File: config.mk
export PLATFORM = sky130hd
export DESIGN_NAME = itms_top
export DESIGN_NICKNAME = d
export VERILOG_FILES = /design/src/hdl/itms_pkg.sv /design/src/hdl/itms_tick_if.sv /design/src/hdl/itms_tick_div.sv /design/src/hdl/itms_top.sv
export VERILOG_INCLUDE_DIRS = /design/src /design/src/hdl
export SDC_FILE = /design/constraint.sdc
export NUM_CORES = 1
export LEC_CHECK = 0
export CORE_MARGIN = 10
export CORE_UTILIZATION = 60
export CTS_CLUSTER_DIAMETER = 80
export DETAILED_ROUTE_END_ITERATION = 12
export DONT_BUFFER_PORTS = 1
export PLACE_DENSITY = 0.76
export SLEW_MARGIN = 10
export SYNTH_ARGS = -nofsm -noshare
export SYNTH_HDL_FRONTEND = slang
export SYNTH_SLANG_ARGS = --single-unit
File: constraint.sdc
create_clock -name aclk -period 2.9 [get_ports aclk]
set_input_delay 0.29 -clock aclk [delete_from_list [all_inputs] [get_ports aclk]]
set_output_delay 0.29 -clock aclk [all_outputs]
set_load 0.1 [all_outputs]
File: src/hdl/itms_map.svh
`ifndef ITMS_MAP_SVH
`define ITMS_MAP_SVH

// ****************************************************************
// Register byte offsets
// ****************************************************************
`define ITMS_OFF_MIN_INTERVAL 12'h0C4
`define ITMS_OFF_CAUSE_FORCE 12'h0C8
`define ITMS_OFF_CAUSE_READ 12'h0C0
`define ITMS_OFF_ENABLE_SET 12'h0D0
`define ITMS_OFF_ENABLE_CLEAR 12'h0D8
`define ITMS_OFF_AUTO_MASK 12'h0E0
`define ITMS_OFF_EXT_CONTROL 12'h018

// ****************************************************************
// Field positions and values
// ****************************************************************
`define ITMS_INTERVAL_W 16
`define ITMS_CAUSE_VALID_MASK 32'h0153_82D7
`define ITMS_ASSERTED_BIT 31
`define ITMS_OTHER_BIT 24
`define ITMS_OTHER_SRC_MASK 32'h0003_0244
`define ITMS_EXT_AUTO_MASK_BIT 0
`define ITMS_EXT_TIMERS_CLEAR_BIT 1
`define ITMS_ALL_ONES 32'hFFFF_FFFF
`define ITMS_ZERO32 32'h0000_0000
`define ITMS_INTERVAL_RESET 16'h0000

// ****************************************************************
// Timing
// ****************************************************************
`define ITMS_CLK_PERIOD_NS 5
`define ITMS_TICK_NS 256
`define ITMS_TICK_CYCLES ((`ITMS_TICK_NS + `ITMS_CLK_PERIOD_NS - 1) / `ITMS_CLK_PERIOD_NS)

// ****************************************************************
// Bus response codes
// ****************************************************************
`define ITMS_RESP_OKAY 2'b00
`define ITMS_RESP_SLVERR 2'b10

`endif

File: src/hdl/itms_pkg.sv
`default_nettype none
package itms_pkg;
  // Throttle states, one-hot
  typedef enum logic [2:0]
  {
    ITMS_IDLE = 3'b001,
    ITMS_HOLD = 3'b010,
    ITMS_FIRE = 3'b100
  } itms_state_t;

  typedef logic [31:0] itms_word_t;
endpackage
`default_nettype wire

File: src/hdl/itms_tick_if.sv
`timescale 1ns/100ps
`default_nettype none
// Tick divider to throttle: clear request and tick
interface itms_tick_if;
  logic restart;
  logic tick;
  modport divider (input restart, output tick);
  modport user (output restart, input tick);
endinterface
`default_nettype wire

File: src/hdl/itms_tick_div.sv
`timescale 1ns/100ps
`default_nettype none
`include "itms_map.svh"
module itms_tick_div
#(
  parameter int unsigned TICK_CYCLES = `ITMS_TICK_CYCLES
)
(
  input wire logic aclk,
  input wire logic aresetn,
  itms_tick_if.divider tk
);
  localparam int unsigned CW = $clog2(TICK_CYCLES + 1);
  logic [CW-1:0] cnt_reg;
  logic [CW-1:0] cnt_next;
  logic tick_reg;
  logic tick_next;

  // Divide core clock by TICK_CYCLES, 52 cycles (260 ns, 256 ns rounded up) by default; restart realigns the phase
  always_comb
  begin
    cnt_next = cnt_reg + CW'(1);
    tick_next = 1'b0;
    if (tk.restart)
    begin
      cnt_next = '0;
    end
    else if (cnt_reg == CW'(TICK_CYCLES - 1))
    begin
      cnt_next = '0;
      tick_next = 1'b1;
    end
  end

  always_ff @(posedge aclk)
  begin
    if (!aresetn)
    begin
      cnt_reg <= '0;
      tick_reg <= 1'b0;
    end
    else
    begin
      cnt_reg <= cnt_next;
      tick_reg <= tick_next;
    end
  end

  assign tk.tick = tick_reg;
endmodule
`default_nettype wire

File: src/hdl/itms_top.sv
`timescale 1ns/100ps
`default_nettype none
`include "itms_map.svh"
// Summary of operation
// [RULE1] Throttle register low 16 bits hold interval in 256 ns units.
// [RULE2] Interval resets to zero; zero means no spacing enforced.
// [RULE3] Nonzero interval: no new interrupt before interval since last.
// [RULE4] Software writes zero to throttle upper bits; they read zero.
// [RULE5] Software should start tuning between 651 and 5580.
// [RULE6] Writing one to cause-force sets that cause bit.
// [RULE7] Zero bits leave causes unchanged; cause-force is write-only.
// [RULE8] Forced cause raises interrupt when its enable bit is set.
// [RULE9] Cause bits 0,1,2,4,6,7,9 as listed.
// [RULE10] Cause bits 15,16,17,20,22,24 as listed; others reserved.
// [RULE11] Reading enable register returns every enable bit.
// [RULE12] Interrupt only when a cause and its enable are both set.
// [RULE13] Writing one sets an enable bit; zero keeps it.
// [RULE14] Software disables interrupts through the enable-clear register.
// [RULE15] With timers-clear enabled, all-ones enable write resets delay timers.
// [RULE16] All enable bits reset to zero.
// [RULE17] Write one to cause-read clears bit; summary clears when all clear.
// [RULE18] Cause read clears if masks zero, or asserted with auto-mask.
// [RULE19] Writing one to enable-clear clears that enable bit.
// [RULE20] During interval enabled causes wait; fire at expiry, restart timer.
// [RULE21] Timer counts 256 ns ticks from divided clock against interval.
module itms_top
#(
  parameter int unsigned TICK_CYCLES = `ITMS_TICK_CYCLES
)
(
  input wire logic aclk,
  input wire logic aresetn,
  input wire logic [11:0] s_axi_awaddr,
  input wire logic s_axi_awvalid,
  output logic s_axi_awready,
  input wire logic [31:0] s_axi_wdata,
  input wire logic [3:0] s_axi_wstrb,
  input wire logic s_axi_wvalid,
  output logic s_axi_wready,
  output logic [1:0] s_axi_bresp,
  output logic s_axi_bvalid,
  input wire logic s_axi_bready,
  input wire logic [11:0] s_axi_araddr,
  input wire logic s_axi_arvalid,
  output logic s_axi_arready,
  output itms_pkg::itms_word_t s_axi_rdata,
  output logic [1:0] s_axi_rresp,
  output logic s_axi_rvalid,
  input wire logic s_axi_rready,
  input wire logic [31:0] event_in,
  output logic host_irq,
  output logic delay_timers_clear
);
  import itms_pkg::*;

  // ****************************************************************
  // State
  // ****************************************************************
  logic aw_held_reg, aw_held_next;
  logic w_held_reg, w_held_next;
  logic [11:0] awaddr_reg, awaddr_next;
  logic [31:0] wdata_reg, wdata_next;
  logic [3:0] wstrb_reg, wstrb_next;
  logic bvalid_reg, bvalid_next;
  logic [1:0] bresp_reg, bresp_next;
  logic rvalid_reg, rvalid_next;
  logic [1:0] rresp_reg, rresp_next;
  itms_word_t rdata_reg, rdata_next;
  logic [15:0] interval_reg, interval_next;
  itms_word_t cause_reg, cause_next;
  itms_word_t enable_reg, enable_next;
  itms_word_t automask_reg, automask_next;
  logic [1:0] extctl_reg, extctl_next;
  logic [15:0] elapsed_reg, elapsed_next;
  itms_state_t state_reg, state_next;
  logic irq_reg, irq_next;
  logic tclr_reg, tclr_next;
  logic wr_go;
  logic rd_go;
  logic wr_map;
  logic rd_map;
  logic pend;
  itms_word_t wmask;
  itms_word_t wval;
  itms_word_t cause_vis;

  itms_tick_if tk ();

  itms_tick_div #(.TICK_CYCLES(TICK_CYCLES)) u_div
  (
    .aclk(aclk),
    .aresetn(aresetn),
    .tk(tk)
  );

  // ****************************************************************
  // AXI4-Lite slave
  // ****************************************************************
  // Write goes once both halves are held and no response is waiting
  assign wr_go = aw_held_reg && w_held_reg && !bvalid_reg;
  assign rd_go = s_axi_arvalid && !rvalid_reg;
  assign s_axi_awready = !aw_held_reg;
  assign s_axi_wready = !w_held_reg;
  assign s_axi_arready = !rvalid_reg;
  assign s_axi_bvalid = bvalid_reg;
  assign s_axi_bresp = bresp_reg;
  assign s_axi_rvalid = rvalid_reg;
  assign s_axi_rresp = rresp_reg;
  assign s_axi_rdata = rdata_reg;

  // Byte lanes to bit mask
  always_comb
  begin
    for (int i = 0; i < 4; i++)
    begin
      wmask[i*8 +: 8] = {8{wstrb_reg[i]}};
    end
    wval = wdata_reg & wmask;
  end

  // Summary bit is derived so it clears exactly when every cause clears
  // [RULE17] summary tracking
  assign cause_vis = {(cause_reg != `ITMS_ZERO32), cause_reg[30:0]};

  // Address decode for both directions
  always_comb
  begin
    case (awaddr_reg)
      `ITMS_OFF_MIN_INTERVAL, `ITMS_OFF_CAUSE_FORCE, `ITMS_OFF_CAUSE_READ,
      `ITMS_OFF_ENABLE_SET, `ITMS_OFF_ENABLE_CLEAR, `ITMS_OFF_AUTO_MASK,
      `ITMS_OFF_EXT_CONTROL: wr_map = 1'b1;
      default: wr_map = 1'b0;
    endcase
    case (s_axi_araddr)
      `ITMS_OFF_MIN_INTERVAL, `ITMS_OFF_CAUSE_FORCE, `ITMS_OFF_CAUSE_READ,
      `ITMS_OFF_ENABLE_SET, `ITMS_OFF_ENABLE_CLEAR, `ITMS_OFF_AUTO_MASK,
      `ITMS_OFF_EXT_CONTROL: rd_map = 1'b1;
      default: rd_map = 1'b0;
    endcase
  end

  // Bus channel state
  always_comb
  begin
    aw_held_next = aw_held_reg;
    w_held_next = w_held_reg;
    awaddr_next = awaddr_reg;
    wdata_next = wdata_reg;
    wstrb_next = wstrb_reg;
    bvalid_next = bvalid_reg;
    bresp_next = bresp_reg;
    rvalid_next = rvalid_reg;
    rresp_next = rresp_reg;
    rdata_next = rdata_reg;
    if (s_axi_awvalid && !aw_held_reg)
    begin
      aw_held_next = 1'b1;
      awaddr_next = s_axi_awaddr;
    end
    if (s_axi_wvalid && !w_held_reg)
    begin
      w_held_next = 1'b1;
      wdata_next = s_axi_wdata;
      wstrb_next = s_axi_wstrb;
    end
    if (wr_go)
    begin
      aw_held_next = 1'b0;
      w_held_next = 1'b0;
      bvalid_next = 1'b1;
      bresp_next = wr_map ? `ITMS_RESP_OKAY : `ITMS_RESP_SLVERR;
    end
    else if (bvalid_reg && s_axi_bready)
    begin
      bvalid_next = 1'b0;
    end
    if (rd_go)
    begin
      rvalid_next = 1'b1;
      rresp_next = rd_map ? `ITMS_RESP_OKAY : `ITMS_RESP_SLVERR;
      case (s_axi_araddr)
        // [RULE4] upper bits read zero
        `ITMS_OFF_MIN_INTERVAL: rdata_next = {16'h0000, interval_reg};
        `ITMS_OFF_CAUSE_READ: rdata_next = cause_vis;
        // [RULE11] enable readback
        `ITMS_OFF_ENABLE_SET: rdata_next = enable_reg;
        `ITMS_OFF_AUTO_MASK: rdata_next = automask_reg;
        `ITMS_OFF_EXT_CONTROL: rdata_next = {30'h0000_0000, extctl_reg};
        // [RULE7] cause-force and enable-clear are write-only
        default: rdata_next = `ITMS_ZERO32;
      endcase
    end
    else if (rvalid_reg && s_axi_rready)
    begin
      rvalid_next = 1'b0;
    end
  end

  // ****************************************************************
  // Interrupt registers
  // ****************************************************************
  // Event sets beat clears in the same cycle
  always_comb
  begin
    interval_next = interval_reg;
    automask_next = automask_reg;
    extctl_next = extctl_reg;
    enable_next = enable_reg;
    tclr_next = 1'b0;
    cause_next = cause_reg;
    if (wr_go && wr_map)
    begin
      case (awaddr_reg)
        // [RULE1] interval field
        `ITMS_OFF_MIN_INTERVAL: interval_next = (interval_reg & ~wmask[15:0]) | wval[15:0];
        `ITMS_OFF_AUTO_MASK: automask_next = (automask_reg & ~wmask) | wval;
        `ITMS_OFF_EXT_CONTROL: extctl_next = (extctl_reg & ~wmask[1:0]) | wval[1:0];
        // [RULE13] write one sets
        `ITMS_OFF_ENABLE_SET:
        begin
          enable_next = enable_reg | (wval & `ITMS_CAUSE_VALID_MASK);
          // [RULE15] all-ones clears timers
          tclr_next = extctl_reg[`ITMS_EXT_TIMERS_CLEAR_BIT] && (wval == `ITMS_ALL_ONES);
        end
        // [RULE19] write one clears enable
        `ITMS_OFF_ENABLE_CLEAR: enable_next = enable_reg & ~wval;
        // [RULE17] write one clears cause
        `ITMS_OFF_CAUSE_READ:
        begin
          cause_next = cause_reg & ~wval;
          if (irq_reg && extctl_reg[`ITMS_EXT_AUTO_MASK_BIT])
          begin
            enable_next = enable_reg & ~automask_reg;
          end
        end
        default: ;
      endcase
    end
    // [RULE18] read side effects
    if (rd_go && s_axi_araddr == `ITMS_OFF_CAUSE_READ)
    begin
      if (enable_reg == `ITMS_ZERO32)
      begin
        cause_next = `ITMS_ZERO32;
      end
      else if (irq_reg && extctl_reg[`ITMS_EXT_AUTO_MASK_BIT])
      begin
        cause_next = `ITMS_ZERO32;
        enable_next = enable_next & ~automask_reg;
      end
    end
    // [RULE6] forced causes act as events
    if (wr_go && wr_map && awaddr_reg == `ITMS_OFF_CAUSE_FORCE)
    begin
      cause_next = cause_next | wval;
    end
    // [RULE9] [RULE10] only defined positions hold
    cause_next = (cause_next | event_in) & `ITMS_CAUSE_VALID_MASK;
    if ((cause_next & `ITMS_OTHER_SRC_MASK) != `ITMS_ZERO32)
    begin
      cause_next[`ITMS_OTHER_BIT] = 1'b1;
    end
  end

  // ****************************************************************
  // Throttle
  // ****************************************************************
  // [RULE12] cause and enable both set
  assign pend = (cause_reg & enable_reg) != `ITMS_ZERO32;
  assign tk.restart = (state_next == ITMS_FIRE);

  // Interrupt line stays up while an enabled cause stays pending
  always_comb
  begin
    state_next = state_reg;
    elapsed_next = elapsed_reg;
    irq_next = irq_reg && pend;
    case (state_reg)
      ITMS_IDLE:
      begin
        // [RULE8] [RULE2] fire at once when idle
        if (pend && !irq_reg)
        begin
          state_next = ITMS_FIRE;
        end
      end
      ITMS_FIRE:
      begin
        irq_next = 1'b1;
        elapsed_next = 16'h0000;
        state_next = (interval_reg == `ITMS_INTERVAL_RESET) ? ITMS_IDLE : ITMS_HOLD;
      end
      ITMS_HOLD:
      begin
        // [RULE21] count ticks against interval
        if (tk.tick)
        begin
          elapsed_next = elapsed_reg + 16'h0001;
        end
        // [RULE3] [RULE20] wait then fire if still pending
        if (elapsed_reg >= interval_reg || tclr_reg)
        begin
          state_next = (pend && !irq_reg) ? ITMS_FIRE : ITMS_IDLE;
        end
      end
      default: state_next = ITMS_IDLE;
    endcase
  end

  // Registers
  always_ff @(posedge aclk)
  begin
    if (!aresetn)
    begin
      aw_held_reg <= 1'b0;
      w_held_reg <= 1'b0;
      awaddr_reg <= 12'h000;
      wdata_reg <= `ITMS_ZERO32;
      wstrb_reg <= 4'h0;
      bvalid_reg <= 1'b0;
      bresp_reg <= `ITMS_RESP_OKAY;
      rvalid_reg <= 1'b0;
      rresp_reg <= `ITMS_RESP_OKAY;
      rdata_reg <= `ITMS_ZERO32;
      // [RULE2] [RULE16] reset values
      interval_reg <= `ITMS_INTERVAL_RESET;
      cause_reg <= `ITMS_ZERO32;
      enable_reg <= `ITMS_ZERO32;
      automask_reg <= `ITMS_ZERO32;
      extctl_reg <= 2'b00;
      elapsed_reg <= 16'h0000;
      state_reg <= ITMS_IDLE;
      irq_reg <= 1'b0;
      tclr_reg <= 1'b0;
    end
    else
    begin
      aw_held_reg <= aw_held_next;
      w_held_reg <= w_held_next;
      awaddr_reg <= awaddr_next;
      wdata_reg <= wdata_next;
      wstrb_reg <= wstrb_next;
      bvalid_reg <= bvalid_next;
      bresp_reg <= bresp_next;
      rvalid_reg <= rvalid_next;
      rresp_reg <= rresp_next;
      rdata_reg <= rdata_next;
      interval_reg <= interval_next;
      cause_reg <= cause_next;
      enable_reg <= enable_next;
      automask_reg <= automask_next;
      extctl_reg <= extctl_next;
      elapsed_reg <= elapsed_next;
      state_reg <= state_next;
      irq_reg <= irq_next;
      tclr_reg <= tclr_next;
    end
  end

  assign host_irq = irq_reg;
  assign delay_timers_clear = tclr_reg;
endmodule
`default_nettype wire

Yosys cells after proc, flatten, opt, wreduce, memory -nomap -nowiden
Cells that the tools add are included.
{"block": "totals", "reg_bits": 211, "inputBits": 99, "output_inout_bits": 43, "word_cells": 135}
{"block": "op_classes", "addsub": 2, "order_cmp": 1, "eq_ne": 21, "n_mux": 31, "bitwise_logic": 21, "n_reduce_logical": 38}
{"cell": "$and A32 B32 Y32", "count": 5}
{"cell": "$mux W32", "count": 5}
{"cell": "$pmux W32 S5", "count": 1}
{"cell": "$mux W25", "count": 6}
{"cell": "$eq A12 B8 Y1 const B", "count": 12}
{"cell": "$not A32 Y32", "count": 3}
{"cell": "$pmux W32 S3", "count": 1}
{"cell": "$reduce_bool A32 Y1", "count": 3}
{"cell": "$or A25 B25 Y25", "count": 2}
{"cell": "$and A25 B32 Y32", "count": 1}
{"cell": "$eq A32 B32 Y1 const B", "count": 1}
{"cell": "$logic_not A32 Y1", "count": 1}
{"cell": "$or A32 B25 Y32", "count": 1}
{"cell": "$or A32 B32 Y32", "count": 1}
{"cell": "$pmux W16 S2", "count": 1}
{"cell": "$and A25 B25 Y25", "count": 1}
{"cell": "$eq A12 B5 Y1 const B", "count": 2}
{"cell": "$add A16 B1 Y16 const B", "count": 1}
{"cell": "$and A16 B16 Y16", "count": 1}
{"cell": "$ge A16 B16 Y1", "count": 1}
{"cell": "$logic_not A16 Y1", "count": 1}
{"cell": "$mux W16", "count": 1}
{"cell": "$not A16 Y16", "count": 1}
{"cell": "$or A16 B16 Y16", "count": 1}
{"cell": "23 further kinds", "count": 60}

Longest topological paths before layout
{"block": "depth", "depth_word": 13, "depth_mapped": 9, "ltp_nobuf": 9}

Hierarchy
From an unflattened synthesis, not the netlist that was laid out.
{"block": "unflattened", "hier_cells": 1249, "hier_area_um2": 10347.4}
{"module": "itms_top", "instances": 1, "cells_each": 1221, "area_each_um2": 10065.9, "seq_area_each_um2": 4043.9}
{"module": "itms_tick_div", "instances": 1, "cells_each": 28, "area_each_um2": 281.5, "seq_area_each_um2": 140.1}

Worst setup path before layout
No wires, ideal clock.
{"block": "synth_path", "kind": "register -> register", "startpoint": "register rvalid_reg (netlist: s_axi_rvalid)", "endpoint": "register cause_reg[24]", "setup_time_ps": 75, "arrival_time_ps": 2858, "required_ps": 2825, "path_slack_ps": -33, "path_stages_with_launch": 8, "path_buffers": 1, "period_less_slack_ps": 2933, "cell_sequence": "dfxtp_1 > inv_1 > nand2_1 > nor4_1 > o21ai_0 > clkbuf_1 > o21ai_0 > a31oi_1"}
{"block": "synth_between", "elab_chain_len": 9}
{"item": "start, declared", "line": "itms_top.sv:66", "source": "logic rvalid_reg, rvalid_next;"}
{"item": "start signal, assigned", "line": "itms_top.sv:345", "source": "rvalid_reg <= rvalid_next;"}
{"item": "$logic_not A1 Y1 (*)"}
{"item": "named net s_axi_arready", "line": "itms_top.sv:45", "source": "output logic s_axi_arready,"}
{"item": "$logic_and A1 B1 Y1 (*)", "line": "itms_top.sv:101", "source": "assign rd_go = s_axi_arvalid && !rvalid_reg;"}
{"item": "$logic_and A1 B1 Y1 (no source line) (*)"}
{"item": "$mux W25 (*)", "line": "itms_top.sv:240", "source": "if (rd_go && s_axi_araddr == `ITMS_OFF_CAUSE_READ)"}
{"item": "$or A25 B25 Y25", "line": "itms_top.sv:255", "source": "cause_next = cause_next | wval;"}
{"item": "$mux W25 (*)", "line": "itms_top.sv:253", "source": "if (wr_go && wr_map && awaddr_reg == `ITMS_OFF_CAUSE_FORCE)"}
{"item": "$or A25 B25 Y25 (*)", "line": "itms_top.sv:258", "source": "cause_next = (cause_next | event_in) & `ITMS_CAUSE_VALID_MASK;"}
{"item": "$reduce_bool A32 Y1 (no source line)"}
{"item": "$mux W1 (*)", "line": "itms_top.sv:259", "source": "if ((cause_next & `ITMS_OTHER_SRC_MASK) != `ITMS_ZERO32)"}
{"item": "end signal, assigned", "line": "itms_top.sv:327", "source": "cause_reg <= `ITMS_ZERO32;"}
{"item": "end signal, assigned", "line": "itms_top.sv:349", "source": "cause_reg <= cause_next;"}
{"item": "end, declared", "line": "itms_top.sv:70", "source": "itms_word_t cause_reg, cause_next;"}
The timed path passes the listed nets; every way through them passes the cells marked *.
A chain may end at the register's enable or synchronous reset.

Worst setup path after layout
{"block": "layout_path", "startpoint": "register rvalid_reg (netlist: s_axi_rvalid)", "endpoint": "register enable_reg[15]"}
{"block": "layout_between", "elab_chain_len": 4}
{"item": "$logic_not A1 Y1", "line": "itms_top.sv:101"}
{"item": "$logic_and A1 B1 Y1", "line": "itms_top.sv:101"}
{"item": "$logic_and A1 B1 Y1 (no source line)"}
{"item": "$mux W32", "line": "itms_top.sv:240"}
{"item": "end signal, assigned", "line": "itms_top.sv:328", "source": "enable_reg <= `ITMS_ZERO32;"}
{"item": "end signal, assigned", "line": "itms_top.sv:350", "source": "enable_reg <= enable_next;"}
{"item": "end, declared", "line": "itms_top.sv:71", "source": "itms_word_t enable_reg, enable_next;"}
No other way between the ends.

==> metrics <==
Synth cell types 64; Post-CTS Setup Bufs 0; endpoints failing hold 0; initial DRC count 1092; Yosys warnings 0; share of cells above drive strength 1 6.14%; max-cap viol count 0; worst setup path class reg -> reg; Worst Hold End cause_reg[16]; worst-margin pin slew 1000 ps; post-route cell area 0.0114 mm2; Async SR Flop Fraction 0%; Root Driver clkbuf_16; xor-xnor portion of the synthesized cell area 1.51%; r2r setup slk 160 ps; IO Count 142; first-pass GRT wire length 50.8 mm; vias per inst 6.27; Comb pwr share 6.9%; sequential power share 49.7%; initial antenna violation count 1; switching pwr 1.54 mW; main combinational cell family by area after synthesis simple AND/OR/NAND/NOR gates; core area 0.0160 mm2; TritonCTS clock tree done; VDD IR max 0.508 mV; Die Area 0.0220 mm2; compound-cell area share of the yosys netlist 21.6%; leak pwr 3.91 nW; number of synthesized flops with an enable pin 0; Area Growth Syn to Fin 15.1%; run status finished, final reports clean; cell row count 46; Power Internal 4.65 mW; DRT Pass-1 Iters 6; placed inst area 0.0100 mm2; fin nets 1455; mux share of post-synthesis cell area 1.11%; Initial Utilization 61.8%; clk sinks 209; RSZ-0062 raised after global routing false; final weighted congestion in routability-driven placement 0.981; WL/cell 20.5 um; WHS Path Cells 3; Worst Skew 9.85 ps; sequential-to-total area share from yosys stat 42.3%; CP endpoint kind flop; final cycle utilization of the critical path 94.4%; setup violators final 0; total gr overflow 0; Synth Area in Adders 2.28%; final hold slack 42.8 ps; CP arrival 3130 ps; hold_sp event_in[16]; DRC violations left 0; CP Launch Type flop; simple logic cell fraction of the synthesized area 26.4%; H-tree depth 1; crit path from s_axi_rvalid; Power Density 544 mW/mm2; vias 9835; largest net degree at the start of global routing 126; part of the power in the clock network 43.5%; number of global-route vias before repair 9265; Synth Flop Type dfxtp_1; latest clock arrival within the worst-skew pair 510 ps; post-synthesis cell count 1306; Max Slew Vio Count 0; Routed WL 32.1 mm; fmax 365 MHz; Slew HR 32.9%; GRT Total Usage 28.1%; R2R Path End enable_reg[15]; Port Buffers 0; post-synthesis register bit count 209; WP data required 3300 ps; crit path time final 2740 ps; R2R cell count 7; synthesized area 0.00988 mm2; maximum net fanout on the critical path 29; sw frac 24.9%; DRT antenna net count 0; clock buffer depth 3; antenna fix cells 0; CTS Buf Count 23; HP Class in -> reg; HPWL after DPL 21.0 mm; CTS clk-pin slew, worst paths 60 ps; Syn Area/Cell 7.57 um2; setup TNS 0 ps; Die Height 148 um; Critical R2R Launch s_axi_rvalid; Die Width 148 um
==> synthesized netlist by cell type, types with 2 or more instances <==
master / instances / share of area (%)
and2_1: 7 / 0.44
a222oi_1: 7 / 0.71
a22oi_1: 42 / 3.2
nor2_4: 2 / 0.23
a21oi_2: 2 / 0.18
xor2_1: 13 / 1.2
o211ai_1: 9 / 0.68
nor3_1: 13 / 0.66
mux2i_1: 11 / 1.1
clkbuf_1: 58 / 2.2
a221oi_2: 2 / 0.30
nor4_1: 25 / 1.6
buf_2: 25 / 1.3
buf_1: 3 / 0.11
and3_1: 15 / 0.95
o211a_1: 2 / 0.20
xnor2_1: 4 / 0.35
dfxtp_1: 209 / 42
a211oi_1: 2 / 0.15
nand2_1: 334 / 13
nand3b_1: 2 / 0.15
and3b_1: 3 / 0.27
inv_1: 22 / 0.84
ha_1: 18 / 2.3
o31ai_1: 14 / 1.1
nor3b_2: 3 / 0.38
nor2b_1: 7 / 0.44
nor2_1: 79 / 3.0
nor4b_1: 2 / 0.18
nand4_1: 18 / 1.1
and4b_1: 2 / 0.20
o21ai_0: 55 / 2.8
buf_4: 2 / 0.15
a21oi_1: 187 / 9.5
nand3_1: 38 / 1.9
nand2b_1: 8 / 0.51
a31oi_1: 23 / 1.5
o21bai_1: 3 / 0.23
nand4b_1: 3 / 0.27
or3_1: 3 / 0.19
a21o_1: 6 / 0.46
==> stage by stage <==
step | setup WS, ps | utilization, % | instances | power, mW
2_1_floorplan | 365 | - | 1307 | 3.37
3_3_place_gp | 437 | 62.6 | 1462 | 3.44
3_5_place_dp | 406 | 62.6 | 1462 | 3.45
6_report | 163 | 71.1 | 1568 | 6.19
5_1_grt | 77.3 | 71.1 | 1568 | 6.37
4_1_cts | 459 | 71.1 | 1568 | 6.17
==> cell type report <==
| cell class | instances | area (um2) |
|---|---|---|
| multi-input cells | 986 | 5250 |
| fillers | 1306 | 4630 |
| flip-flops and latches | 209 | 4190 |
| repair buffers | 95 | 903 |
| clock buffers | 32 | 609 |
| well taps | 216 | 270 |
| inverters | 23 | 91.3 |
| clock inverters | 7 | 60.1 |
==> power groups by stage <==
stage | clock (mW) | combinational [mW] | sequential (mW)
after floorplan | 0 | 0.290 | 3.08
after CTS | 2.70 | 0.409 | 3.07
after detailed placement | 0 | 0.322 | 3.13
final | 2.69 | 0.425 | 3.08
after global placement | 0 | 0.317 | 3.13
after global routing | 2.82 | 0.463 | 3.08
==> critical path, cell delays in order (launching register included) <==
cell and delay [ps]:
dfxtp_2 510, clkinvlp_4 160, nand2_1 170, nor4_1 720, and3b_1 370, buf_4 400
nand2_1 90, and3_1 190
==> layer usage <==
layer / wire length (um) / global-route usage [%] / vias up
met5: 17 / 0 / -
met1: 13100 / 37.1 / 4502
met2: 13900 / 42.4 / 580
met3: 3870 / 7.83 / 110
met4: 1200 / 11.0 / 2
li1: - / - / 4641
==> cell families (layout without fill, tap and decap cells) <==
| family | after synthesis | after routing |
|---|---|---|
| AO/OA/AOI/OAI | 363 | 363 |
| XOR/XNOR | 17 | 17 |
| adder cells (fa/ha/maj) | 18 | 18 |
| buffers and inverters | 112 | 157 |
| flip-flops | 209 | 209 |
| multiplexers | 11 | 11 |
| other | 1 | 2 |
| AND/OR/NAND/NOR | 575 | 575 |
==> how the worst max path moves through the flow <==
| stage | slack, ps | to | depth (start not counted) |
|---|---|---|---|
| final | 160 | enable_reg[15] | 7 |
| after global routing | 80 | enable_reg[12] | 8 |
| after CTS | 460 | enable_reg[2] | 7 |
| after detailed placement | 410 | enable_reg[2] | 7 |
| after global placement | 440 | enable_reg[27] | 8 |
| after floorplan | 370 | cause_reg[24] | 7 |
==> timing repair <==
item                                    4_1_cts  5_1_grt
endpoints found under the setup margin        0        0
hold buffers                                 67        0
endpoints found under the hold margin        99        0
resized for setup                             0        0
==> cells in the final DEF, fill, tap and decap left out, drive strengths merged, types with 3 or more instances in the layout <==
master,synthesis,layout
a222oi,7,7
nand4,19,19
o21ai,55,55
a21oi,189,189
xor2,13,13
nor3b,3,3
a31oi,23,23
o211ai,9,9
buf,31,29
xnor2,4,4
nor2,81,81
or3,3,3
clkinv,0,7
nand2b,8,8
nand3,38,38
nand2,335,335
ha,18,18
dfxtp,209,209
nor4,27,27
a22oi,42,42
a21o,6,6
clkbuf,58,32
nor2b,7,7
o31ai,14,14
mux2i,11,11
and2,7,7
o21bai,3,3
dlygate4sd3,0,66
nand4b,3,3
nor3,14,14
a221oi,3,3
and3,15,15
inv,23,21
and3b,3,3
No activity file was read; power rests on OpenSTA's default activity.
